`src/logic/irc_regs.svh`:
```
// Constants of the regulator configuration register block.
// Assumes a 200 MHz core clock; included by bare name by the timer and top design files.
`ifndef IRC_REGS_SVH
`define IRC_REGS_SVH

// Frame layout of the 16-bit command word
`define IRC_CMD_HI        15
`define IRC_CMD_LO        14
`define IRC_ADDR_HI       13
`define IRC_ADDR_LO       9
`define IRC_PAR_BIT       8
`define IRC_FRAME_BITS    5'h10
`define IRC_FIRST_BITS    5'h08

// Command codes and the address of this register
`define IRC_CMD_WRITE     2'h1
`define IRC_CMD_READ      2'h0
`define IRC_ADDR          5'h05

// Register reset value and field positions
`define IRC_RESET_VAL     8'h80
`define IRC_SYNC_BIT      7
`define IRC_UVL_HI        6
`define IRC_UVL_LO        5
`define IRC_RSTD_HI       4
`define IRC_RSTD_LO       3
`define IRC_AUX_BIT       2
`define IRC_ON_HI         1
`define IRC_ON_LO         0

// Undervoltage response codes
`define IRC_UVL_INT_090   2'h1
`define IRC_UVL_RST_070   2'h2

// Timing: clock rate and the 1 us tick
`define IRC_CLK_MHZ       200
`define IRC_TICK_US       1
`define IRC_TICK_CYCLES   (`IRC_CLK_MHZ * `IRC_TICK_US)

// Reset pulse lengths in ms, as selected by the pulse length field
`define IRC_RSTD0_MS      1
`define IRC_RSTD1_MS      5
`define IRC_RSTD2_MS      10
`define IRC_RSTD3_MS      20
`define IRC_US_PER_MS     1000

// Wake output active times in us during cyclic sensing
`define IRC_ON0_US        200
`define IRC_ON1_US        400
`define IRC_ON2_US        800
`define IRC_ON3_US        1600

`endif

```
`src/logic/irc_pkg.sv`:
```
// Types shared by the regulator configuration register block.
// Constants live in irc_regs.svh; this package holds types only.
package irc_pkg;

	// Serial frame receiver state
	typedef enum logic {
		IRC_IDLE,
		IRC_SHIFT
	} irc_spi_state_t;

	// One register byte
	typedef logic [7:0] irc_byte_t;

endpackage

```
`src/logic/irc_timer.sv`:
```
// Down counter of 1 us ticks, used for the reset pulse and the wake on-time.
// Assumes tick is a one-cycle enable from the divider in the same clock domain.
`timescale 1ns/10ps
`include "irc_regs.svh"

module irc_timer #(
	parameter int W = 15                    // Counter width
) (
	input  wire logic         clk,          // Core clock
	input  wire logic         rst,          // Asynchronous reset, active high
	input  wire logic         tick,         // 1 us enable pulse
	input  wire logic         load,         // Load request, wins over counting
	input  wire logic [W-1:0] load_val,     // Ticks to run
	output logic              busy          // High while the count is not zero
);

	logic [W-1:0] cnt_r;                    // Remaining ticks
	logic [W-1:0] cnt_nxt;                  // Next count

	// Load wins so a held load keeps the timer primed
	assign cnt_nxt = load ? load_val :
	                 (tick && cnt_r != '0) ? cnt_r - W'(1) : cnt_r;
	assign busy    = (cnt_r != '0);

	// Count register
	always_ff @(posedge clk or posedge rst) begin
		if (rst) begin
			cnt_r <= '0;
		end else begin
			cnt_r <= cnt_nxt;
		end
	end

endmodule

```
`src/logic/irc_top.sv`:
```
// Regulator configuration register with its serial command port and the
// reset pulse, undervoltage response and cyclic wake timing it controls.
// Assumes serial pins and comparators arrive asynchronously; mode and
// cyclic trigger come from logic on clk.
// Behaviour
// - Select register on first byte address 0_0101
// - Writes accepted only in initialization mode
// - Bit 7 gates second wake input sampling
// - Bits 6:5 choose undervoltage reset/interrupt levels
// - Bits 4:3 set reset hold 1-20 ms
// - Bit 2 selects auxiliary output 3.3/5 V
// - Bits 1:0 set wake output time 200-1600 us
`timescale 1ns/10ps
`include "irc_regs.svh"

module irc_top #(
	parameter int TICK_CYCLES = `IRC_TICK_CYCLES,               // Clocks per 1 us tick
	parameter int RSTD0_US    = `IRC_RSTD0_MS * `IRC_US_PER_MS, // Reset hold, code 00
	parameter int RSTD1_US    = `IRC_RSTD1_MS * `IRC_US_PER_MS, // Reset hold, code 01
	parameter int RSTD2_US    = `IRC_RSTD2_MS * `IRC_US_PER_MS, // Reset hold, code 10
	parameter int RSTD3_US    = `IRC_RSTD3_MS * `IRC_US_PER_MS, // Reset hold, code 11
	parameter int ON0_US      = `IRC_ON0_US,                    // Wake on-time, code 00
	parameter int ON1_US      = `IRC_ON1_US,                    // Wake on-time, code 01
	parameter int ON2_US      = `IRC_ON2_US,                    // Wake on-time, code 10
	parameter int ON3_US      = `IRC_ON3_US                     // Wake on-time, code 11
) (
	input  wire logic       clk,                        // 200 MHz core clock
	input  wire logic       rst,                        // Power-on reset, async, high
	input  wire logic       spi_sclk,                   // Serial clock pin
	input  wire logic       spi_cs_n,                   // Chip select pin, low active
	input  wire logic       spi_mosi,                   // Serial data in pin
	output logic            spi_miso_out,               // Serial data out level
	output logic            spi_miso_oe_n,              // Low while driving MISO
	input  wire logic       init_mode,                  // Device in initialization mode
	input  wire logic       parity_en,                  // Frame parity checking on
	input  wire logic       uv_below_090,               // Supply below 0.9 comparator
	input  wire logic       uv_below_070,               // Supply below 0.7 comparator
	input  wire logic       cyclic_en,                  // Cyclic sensing active
	input  wire logic       cyclic_trigger,             // Start of a sense period
	output logic [7:0]      config_value,               // Register contents
	output logic [1:0]      undervoltage_level_select,  // Undervoltage response field
	output logic [1:0]      reset_pulse_length_select,  // Reset hold field
	output logic            aux_voltage_select,         // 1 = 5.0 V, 0 = 3.3 V
	output logic            reset_out_n,                // Reset pin level, low active
	output logic            uv_irq,                     // Early undervoltage interrupt
	output logic            wake0_active,               // First wake output drive
	output logic            wake1_sample_en             // Second wake input sample gate
);

	// Input synchronisers, first stage read only by the second
	logic [4:0] sync1_r;                    // First stage
	logic [4:0] sync2_r;                    // Second stage
	logic       sclk_d_r;                   // Delayed clean serial clock
	logic       cs_d_r;                     // Delayed clean chip select

	// Serial receiver
	irc_pkg::irc_spi_state_t state_r;       // Frame state
	logic [15:0]  rx_r;                     // Received bits, MSB first
	logic [4:0]   bits_r;                   // Bits received, saturating
	logic [7:0]   tx_r;                     // Outgoing byte
	irc_pkg::irc_byte_t cfg_r;              // The configuration register

	// Timing
	logic [7:0]   div_r;                    // Tick divider
	logic         tick;                     // 1 us enable pulse
	logic         rst_busy;                 // Reset hold running
	logic         on_busy;                  // Wake on-time running
	logic         reset_out_n_r;            // Registered reset pin
	logic         uv_irq_r;                 // Registered interrupt
	logic         wake0_r;                  // Registered wake drive

	// Clean views of the pins
	wire sclk_s = sync2_r[0];
	wire cs_n_s = sync2_r[1];
	wire mosi_s = sync2_r[2];
	wire uv90_s = sync2_r[3];
	wire uv70_s = sync2_r[4];

	// Edge strobes on the synchronised serial pins
	wire sclk_rise = sclk_s & ~sclk_d_r;
	wire sclk_fall = ~sclk_s & sclk_d_r;
	wire cs_fall   = ~cs_n_s & cs_d_r;
	wire cs_rise   = cs_n_s & ~cs_d_r;

	// Decode of the received frame
	wire [1:0] cmd_code  = rx_r[`IRC_CMD_HI:`IRC_CMD_LO];
	wire [4:0] addr_code = rx_r[`IRC_ADDR_HI:`IRC_ADDR_LO];
	wire [4:0] addr_first = rx_r[5:1];       // Address while only byte one is in
	wire [1:0] cmd_first  = rx_r[7:6];       // Command while only byte one is in
	wire       addr_hit  = (addr_code == `IRC_ADDR);
	wire       read_hit  = (addr_first == `IRC_ADDR) &&
	                       (cmd_first == `IRC_CMD_READ);
	// Odd parity over the whole word; the parity bit makes the count odd
	wire       par_ok    = ~parity_en | (^rx_r);
	wire       full_frame = (bits_r == `IRC_FRAME_BITS);
	// Only complete, addressed write frames in initialization mode commit
	wire       wr_commit = cs_rise && (state_r == irc_pkg::IRC_SHIFT) && full_frame &&
	                       addr_hit && (cmd_code == `IRC_CMD_WRITE) && par_ok &&
	                       init_mode;

	// Field views of the register
	wire       sync_sel = cfg_r[`IRC_SYNC_BIT];
	wire [1:0] uvl_sel  = cfg_r[`IRC_UVL_HI:`IRC_UVL_LO];
	wire [1:0] rstd_sel = cfg_r[`IRC_RSTD_HI:`IRC_RSTD_LO];
	wire [1:0] on_sel   = cfg_r[`IRC_ON_HI:`IRC_ON_LO];

	// Undervoltage response: 00 and 11 reset at 0.9, 10 at 0.7, 01 warns at 0.9 and resets at 0.7
	wire uv_rst_low = (uvl_sel == `IRC_UVL_RST_070) ||
	                  (uvl_sel == `IRC_UVL_INT_090);
	wire uv_reset   = uv_rst_low ? uv70_s : uv90_s;
	wire uv_warn    = (uvl_sel == `IRC_UVL_INT_090) & uv90_s;

	// Reset hold length in ticks
	wire [14:0] rstd_ticks = (rstd_sel == 2'h0) ? 15'(RSTD0_US) :
	                         (rstd_sel == 2'h1) ? 15'(RSTD1_US) :
	                         (rstd_sel == 2'h2) ? 15'(RSTD2_US) :
	                                              15'(RSTD3_US);

	// Wake on-time in ticks
	wire [14:0] on_ticks = (on_sel == 2'h0) ? 15'(ON0_US) :
	                       (on_sel == 2'h1) ? 15'(ON1_US) :
	                       (on_sel == 2'h2) ? 15'(ON2_US) :
	                                          15'(ON3_US);

	// A new period only starts once the last on-time has ended
	wire on_start = cyclic_en & cyclic_trigger & ~on_busy;

	// Divider tick strobe
	assign tick = (div_r == 8'(TICK_CYCLES - 1));

	// Pin synchronisers; the delayed copies read only the second stage
	always_ff @(posedge clk or posedge rst) begin
		if (rst) begin
			sync1_r  <= 5'h02;
			sync2_r  <= 5'h02;
			sclk_d_r <= 1'b0;
			cs_d_r   <= 1'b1;
		end else begin
			sync1_r  <= {uv_below_070, uv_below_090, spi_mosi, spi_cs_n, spi_sclk};
			sync2_r  <= sync1_r;
			sclk_d_r <= sclk_s;
			cs_d_r   <= cs_n_s;
		end
	end

	// Frame state: shifting while select is low
	always_ff @(posedge clk or posedge rst) begin
		if (rst) begin
			state_r <= irc_pkg::IRC_IDLE;
		end else begin
			case (state_r)
				irc_pkg::IRC_IDLE: begin
					if (cs_fall) begin
						state_r <= irc_pkg::IRC_SHIFT;
					end
				end
				irc_pkg::IRC_SHIFT: begin
					if (cs_rise) begin
						state_r <= irc_pkg::IRC_IDLE;
					end
				end
				default: begin
					state_r <= irc_pkg::IRC_IDLE;
				end
			endcase
		end
	end

	// Receive shifter, sampled on the rising serial edge
	always_ff @(posedge clk or posedge rst) begin
		if (rst) begin
			rx_r   <= 16'h0000;
			bits_r <= 5'h00;
		end else if (cs_fall) begin
			rx_r   <= 16'h0000;
			bits_r <= 5'h00;
		end else if (state_r == irc_pkg::IRC_SHIFT && sclk_rise) begin
			rx_r   <= {rx_r[14:0], mosi_s};
			// Saturate so long frames never wrap back to sixteen
			bits_r <= (bits_r == 5'h1f) ? bits_r : bits_r + 5'h01;
		end
	end

	// Transmit byte: zeros first, register contents after a read header
	always_ff @(posedge clk or posedge rst) begin
		if (rst) begin
			tx_r <= 8'h00;
		end else if (cs_fall) begin
			tx_r <= 8'h00;
		end else if (state_r == irc_pkg::IRC_SHIFT && sclk_fall) begin
			if (bits_r == `IRC_FIRST_BITS) begin
				tx_r <= read_hit ? cfg_r : 8'h00;
			end else begin
				tx_r <= {tx_r[6:0], 1'b0};
			end
		end
	end

	// The register; any refused write leaves it untouched
	always_ff @(posedge clk or posedge rst) begin
		if (rst) begin
			cfg_r <= `IRC_RESET_VAL;
		end else if (wr_commit) begin
			cfg_r <= rx_r[7:0];
		end
	end

	// 1 us tick divider
	always_ff @(posedge clk or posedge rst) begin
		if (rst) begin
			div_r <= 8'h00;
		end else begin
			div_r <= tick ? 8'h00 : div_r + 8'h01;
		end
	end

	// Reset hold: primed while low, runs once the supply recovers
	irc_timer #(
		.W        (15)
	) u_rst_timer (
		.clk      (clk),
		.rst      (rst),
		.tick     (tick),
		.load     (uv_reset),
		.load_val (rstd_ticks),
		.busy     (rst_busy)
	);

	// Wake output on-time
	irc_timer #(
		.W        (15)
	) u_on_timer (
		.clk      (clk),
		.rst      (rst),
		.tick     (tick),
		.load     (on_start),
		.load_val (on_ticks),
		.busy     (on_busy)
	);

	// Registered pin levels; the hold covers the undervoltage and its tail
	always_ff @(posedge clk or posedge rst) begin
		if (rst) begin
			reset_out_n_r <= 1'b0;
			uv_irq_r      <= 1'b0;
			wake0_r       <= 1'b0;
		end else begin
			reset_out_n_r <= ~(uv_reset | rst_busy);
			uv_irq_r      <= uv_warn;
			wake0_r       <= cyclic_en & on_busy;
		end
	end

	// Outputs
	assign spi_miso_out              = tx_r[7];
	assign spi_miso_oe_n             = (state_r != irc_pkg::IRC_SHIFT);
	assign config_value              = cfg_r;
	assign undervoltage_level_select = uvl_sel;
	assign reset_pulse_length_select = rstd_sel;
	assign aux_voltage_select        = cfg_r[`IRC_AUX_BIT];
	assign reset_out_n               = reset_out_n_r;
	assign uv_irq                    = uv_irq_r;
	assign wake0_active              = wake0_r;
	// Outside cyclic sensing the second input is always sampled
	assign wake1_sample_en           = ~cyclic_en | ~sync_sel | wake0_r;

endmodule

```
`config.mk`:
```
export PLATFORM = sky130hd
export DESIGN_NAME = irc_top
export DESIGN_NICKNAME = d
export VERILOG_FILES = /design/src/logic/irc_pkg.sv /design/src/logic/irc_timer.sv /design/src/logic/irc_top.sv
export VERILOG_INCLUDE_DIRS = /design/src /design/src/logic
export SDC_FILE = /design/constraint.sdc
export NUM_CORES = 1
export LEC_CHECK = 0
export BUFFER_PORTS_ARGS = -buffer_cell sky130_fd_sc_hd__buf_2
export CAP_MARGIN = 20
export CORE_ASPECT_RATIO = 0.7
export CORE_MARGIN = 2
export CORE_UTILIZATION = 55
export CTS_CLUSTER_SIZE = 24
export DETAILED_ROUTE_END_ITERATION = 6
export PLACE_DENSITY_LB_ADDON = 0.3
export SLEW_MARGIN = 10
export SYNTH_ARGS = -nofsm -noshare
export SYNTH_HDL_FRONTEND = slang
export SYNTH_SLANG_ARGS = --single-unit
```
`constraint.sdc`:
```
create_clock -name clk -period 7.3 [get_ports clk]
set_input_delay 1.46 -clock clk [delete_from_list [all_inputs] [get_ports clk]]
set_output_delay 1.46 -clock clk [all_outputs]
set_load 0.01 [all_outputs]
```
==> flow_metrics.py <==
metrics = {
    "clocking": {
        "cts_max_level": 3,
        "tritoncts": "yes",
        "cts_root_buffer": "clkbuf_16",
        "cts.repair.resized": 0,
        "holdBufCountCts": 0,
        "clk_latency_ns": 0.34,
        "post_cts_buffers": 0,
        "cts_max_path_buffers": 2,
        "clk_pin_slew_ns": 0.06,
        "clock_sinks": 91,
        "cts_buffers": 9,
    },
    "die": {
        "num_rows": 27,
        "io_pins": 30,
        "die-width_microns": 112,
        "dieArea_sq_mm": 0.00889,
        "die_h_microns": 79.5,
        "core_area_sq_mm": 0.00787,
        "start_util_pct": 56.9,
    },
    "synthesis": {
        "synth_top_family_by_area": "simple AND/OR/NAND/NOR gates",
        "synth_area_leader_cell": "dfrtp_1",
        "syn-cell-area_sq_mm": 0.00448,
        "yosys.cell_types.count": 54,
        "ys_seq_elements": 91,
        "synthesis.nets": 466,
        "ys.flop_type": "dfrtp_1",
        "synth_edf_count": 0,
        "yosysTopAreaCellShare_pct": 48.6,
        "yosys.area_share.simple_pct": 19.8,
        "yosys_warnings": 0,
        "synth_most_common_cell": "dfrtp_1",
        "ys_seq_area_share_pct": 51.0,
        "synthTopCellsByArea": "dfrtp_1, nand2_1, ha_1, xnor2_1, a21oi_1",
        "synth_compound_area_share_pct": 10.1,
        "yosys.area_share.xor_xnor_pct": 7.26,
        "async_reset_ff_share_pct": 100,
        "synth.avg_cell_area_sq_um": 10.3,
        "synthCells": 436,
        "yosys-top-cells-count": "dfrtp_1, nand2_1, a21oi_1",
        "synth.area.mux_share_pct": 3.13,
        "yosys.area_share.adder_pct": 5.31,
    },
    "layout": {
        "multi_input_comb_area_sq_mm": 0.00204,
        "area_growth_pct": 12.5,
        "nFillCells": 621,
        "antenna_cells": 0,
        "drive_gt1_share_pct": 15.1,
        "seq_area_sq_mm": 0.00228,
        "final_nets": 496,
    },
    "sta": {
        "clock.fmax_ghz": 0.306,
        "skew_ns": 0.00794,
        "final_hold_viol_count": 0,
        "final.min_clock_period_ns": 3.26,
        "finalSetupViolCount": 0,
        "fin_tns_setup_ns": 0,
        "max_slew_margin_pct": 35.2,
        "finalMaxSlewViolations": 0,
        "rsz0062_at_grt": "false",
        "tightest_slew_ns": 0.945,
        "finalCritPeriodShare_pct": 44.7,
        "fin_ws_ns": 4.04,
    },
    "global_routing": {
        "grt_overflow": 0,
        "antenna_found_initial": 0,
        "grt_first_pass_wirelength_mm": 15.2,
        "grt_usage_pct": 21.3,
        "grt_pass1_vias": 3081,
        "grt_max_degree": 65,
    },
    "drt": {
        "remaining_drc_errors": 0,
        "ant_nets": 0,
        "post_drt_wl_per_cell_microns": 14.9,
        "vias": 3217,
        "via_per_inst": 5.62,
        "drt_wl_total_mm": 8.55,
        "drt_iter0_drc": 328,
        "drt_first_pass_iters": 4,
    },
    "worst_setup_path": {
        "cp_common_cell": "buf_2",
        "worstSetupStartpointType": "primary input",
        "worst-setup-path-type": "primary input to output pin",
        "worst_path_max_delay_cell": "buf_2",
        "path_cells": "buf_2 -> nand3b_1 -> buf_2",
        "rr_startpoint": "rx_r[6]",
        "critPathRequiredTime_ns": 5.84,
        "slowest_delay_ns": 0.14,
        "critPathMaxFanout": 3,
        "r2r_end": "config_value[5]",
        "r2r_slack_ns": 4.69,
        "reg2regPathDepth": 7,
        "end_kind": "output pin",
        "critPathArrivalTime_ns": 1.80,
    },
    "place": {
        "dp_slack_ns": 4.04,
        "globalplace.congestion": 0.895,
        "hpwlAfterDp_mm": 5.85,
        "portBuffers": 29,
    },
    "hold_path": {
        "min_to": "sync2_r[2]",
        "hold_depth": 0,
        "hp-start": "sync1_r[2]",
        "min_path_type": "register to register",
    },
    "outcome": {
        "status": "finished, final reports clean",
    },
    "pwr": {
        "max-vdd-ir-drop_v": 0.000183,
        "p_leak_nw": 2.21,
        "power_density_mw_per_mm2": 212,
    },
    "run": {
        "cap_viol_max_count": 0,
    },
}
==> worst max path at each step <==
stage	start	end	slack (ns)
2_1_floorplan	rst	bits_r[0]	3.48
3_3_place_gp	cyclic_en	wake1_sample_en	4.04
3_5_place_dp	cyclic_en	wake1_sample_en	4.04
4_1_cts	cyclic_en	wake1_sample_en	4.04
5_1_grt	cyclic_en	wake1_sample_en	4.01
6_report	cyclic_en	wake1_sample_en	4.04
==> stage by stage <==
step           area [sq um]  util [%]  std cells  power (mW)  hold WS (ns)
2_1_floorplan          4480         -        436       0.557         0.331
3_3_place_gp           4700      59.7        555       0.570         0.333
3_5_place_dp           4700      59.7        555       0.572         0.336
4_1_cts                5030      63.9        571        1.08         0.351
5_1_grt                5040      64.0        572        1.11         0.358
6_report               5040      64.0        572        1.07         0.348
==> cell usage in the layout, fill, tap and decap left out, types with 5 or more instances in the layout <==
cell	instances
nand3_1	12
mux2i_1	5
dfrtp_1	87
clkbuf_16	9
mux2_2	8
nor2_1	23
nand2b_1	5
xor2_1	15
nand4b_1	5
xnor2_1	17
a22oi_1	8
nor3_1	13
inv_1	21
a21oi_1	28
o21ai_0	16
nor4_1	8
buf_2	29
nand4_1	7
ha_1	19
nand2_1	71
==> power by group <==
part | switching, mW | total (mW) | internal (mW)
sequential | 0.00733 | 0.520 | 0.513
clock | 0.186 | 0.504 | 0.318
combinational | 0.0280 | 0.0418 | 0.0138
total | 0.221 | 1.07 | 0.845
==> layer usage <==
| layer | track usage (%) | routed length [microns] | vias to the layer above |
|---|---|---|---|
| met3 | 5.85 | 458 | 5 |
| li1 | - | - | 1579 |
| met4 | 4.94 | 57 | 0 |
| met5 | 0 | 0 | - |
| met2 | 29.8 | 3550 | 70 |
| met1 | 32.6 | 4480 | 1563 |
==> area by class of cell <==
| cell class | count | area share (%) |
|---|---|---|
| Sequential cell | 91 | 45.3 |
| Multi-Input combinational cell | 309 | 40.5 |
| Clock buffer | 12 | 5.09 |
| Timing Repair Buffer | 33 | 3.48 |
| Tap cell | 101 | 2.51 |
| Inverter | 22 | 1.66 |
| Clock inverter | 4 | 1.44 |
==> registers in the layout, summed over array words and instances, names as in the netlist <==
| name | flops |
|---|---|
| bits_r | 5 |
| config_value | 8 |
| cs_d_r | 1 |
| div_r | 8 |
| reset_out_n | 1 |
| rx_r | 16 |
| sclk_d_r | 1 |
| state_r | 1 |
| sync1_r | 5 |
| sync2_r | 5 |
| tx_r | 8 |
| u_on_timer.cnt_r | 15 |
| u_rst_timer.cnt_r | 15 |
| uv_irq | 1 |
| wake0_active | 1 |
==> cell families (layout without fill, tap and decap cells) <==
family | Yosys count | after routing
simple gates | 173 | 173
flops | 91 | 91
compound gates | 70 | 70
buf+inv | 36 | 71
xor+xnor | 34 | 34
fa+ha+maj | 19 | 19
mux | 13 | 13
==> critical path, delay by kind of cell <==
kind	cells	cell delay [ns]
buffers and inverters	2	0.27
AND/OR/NAND/NOR	1	0.08
No activity file was read; power rests on OpenSTA's default activity.
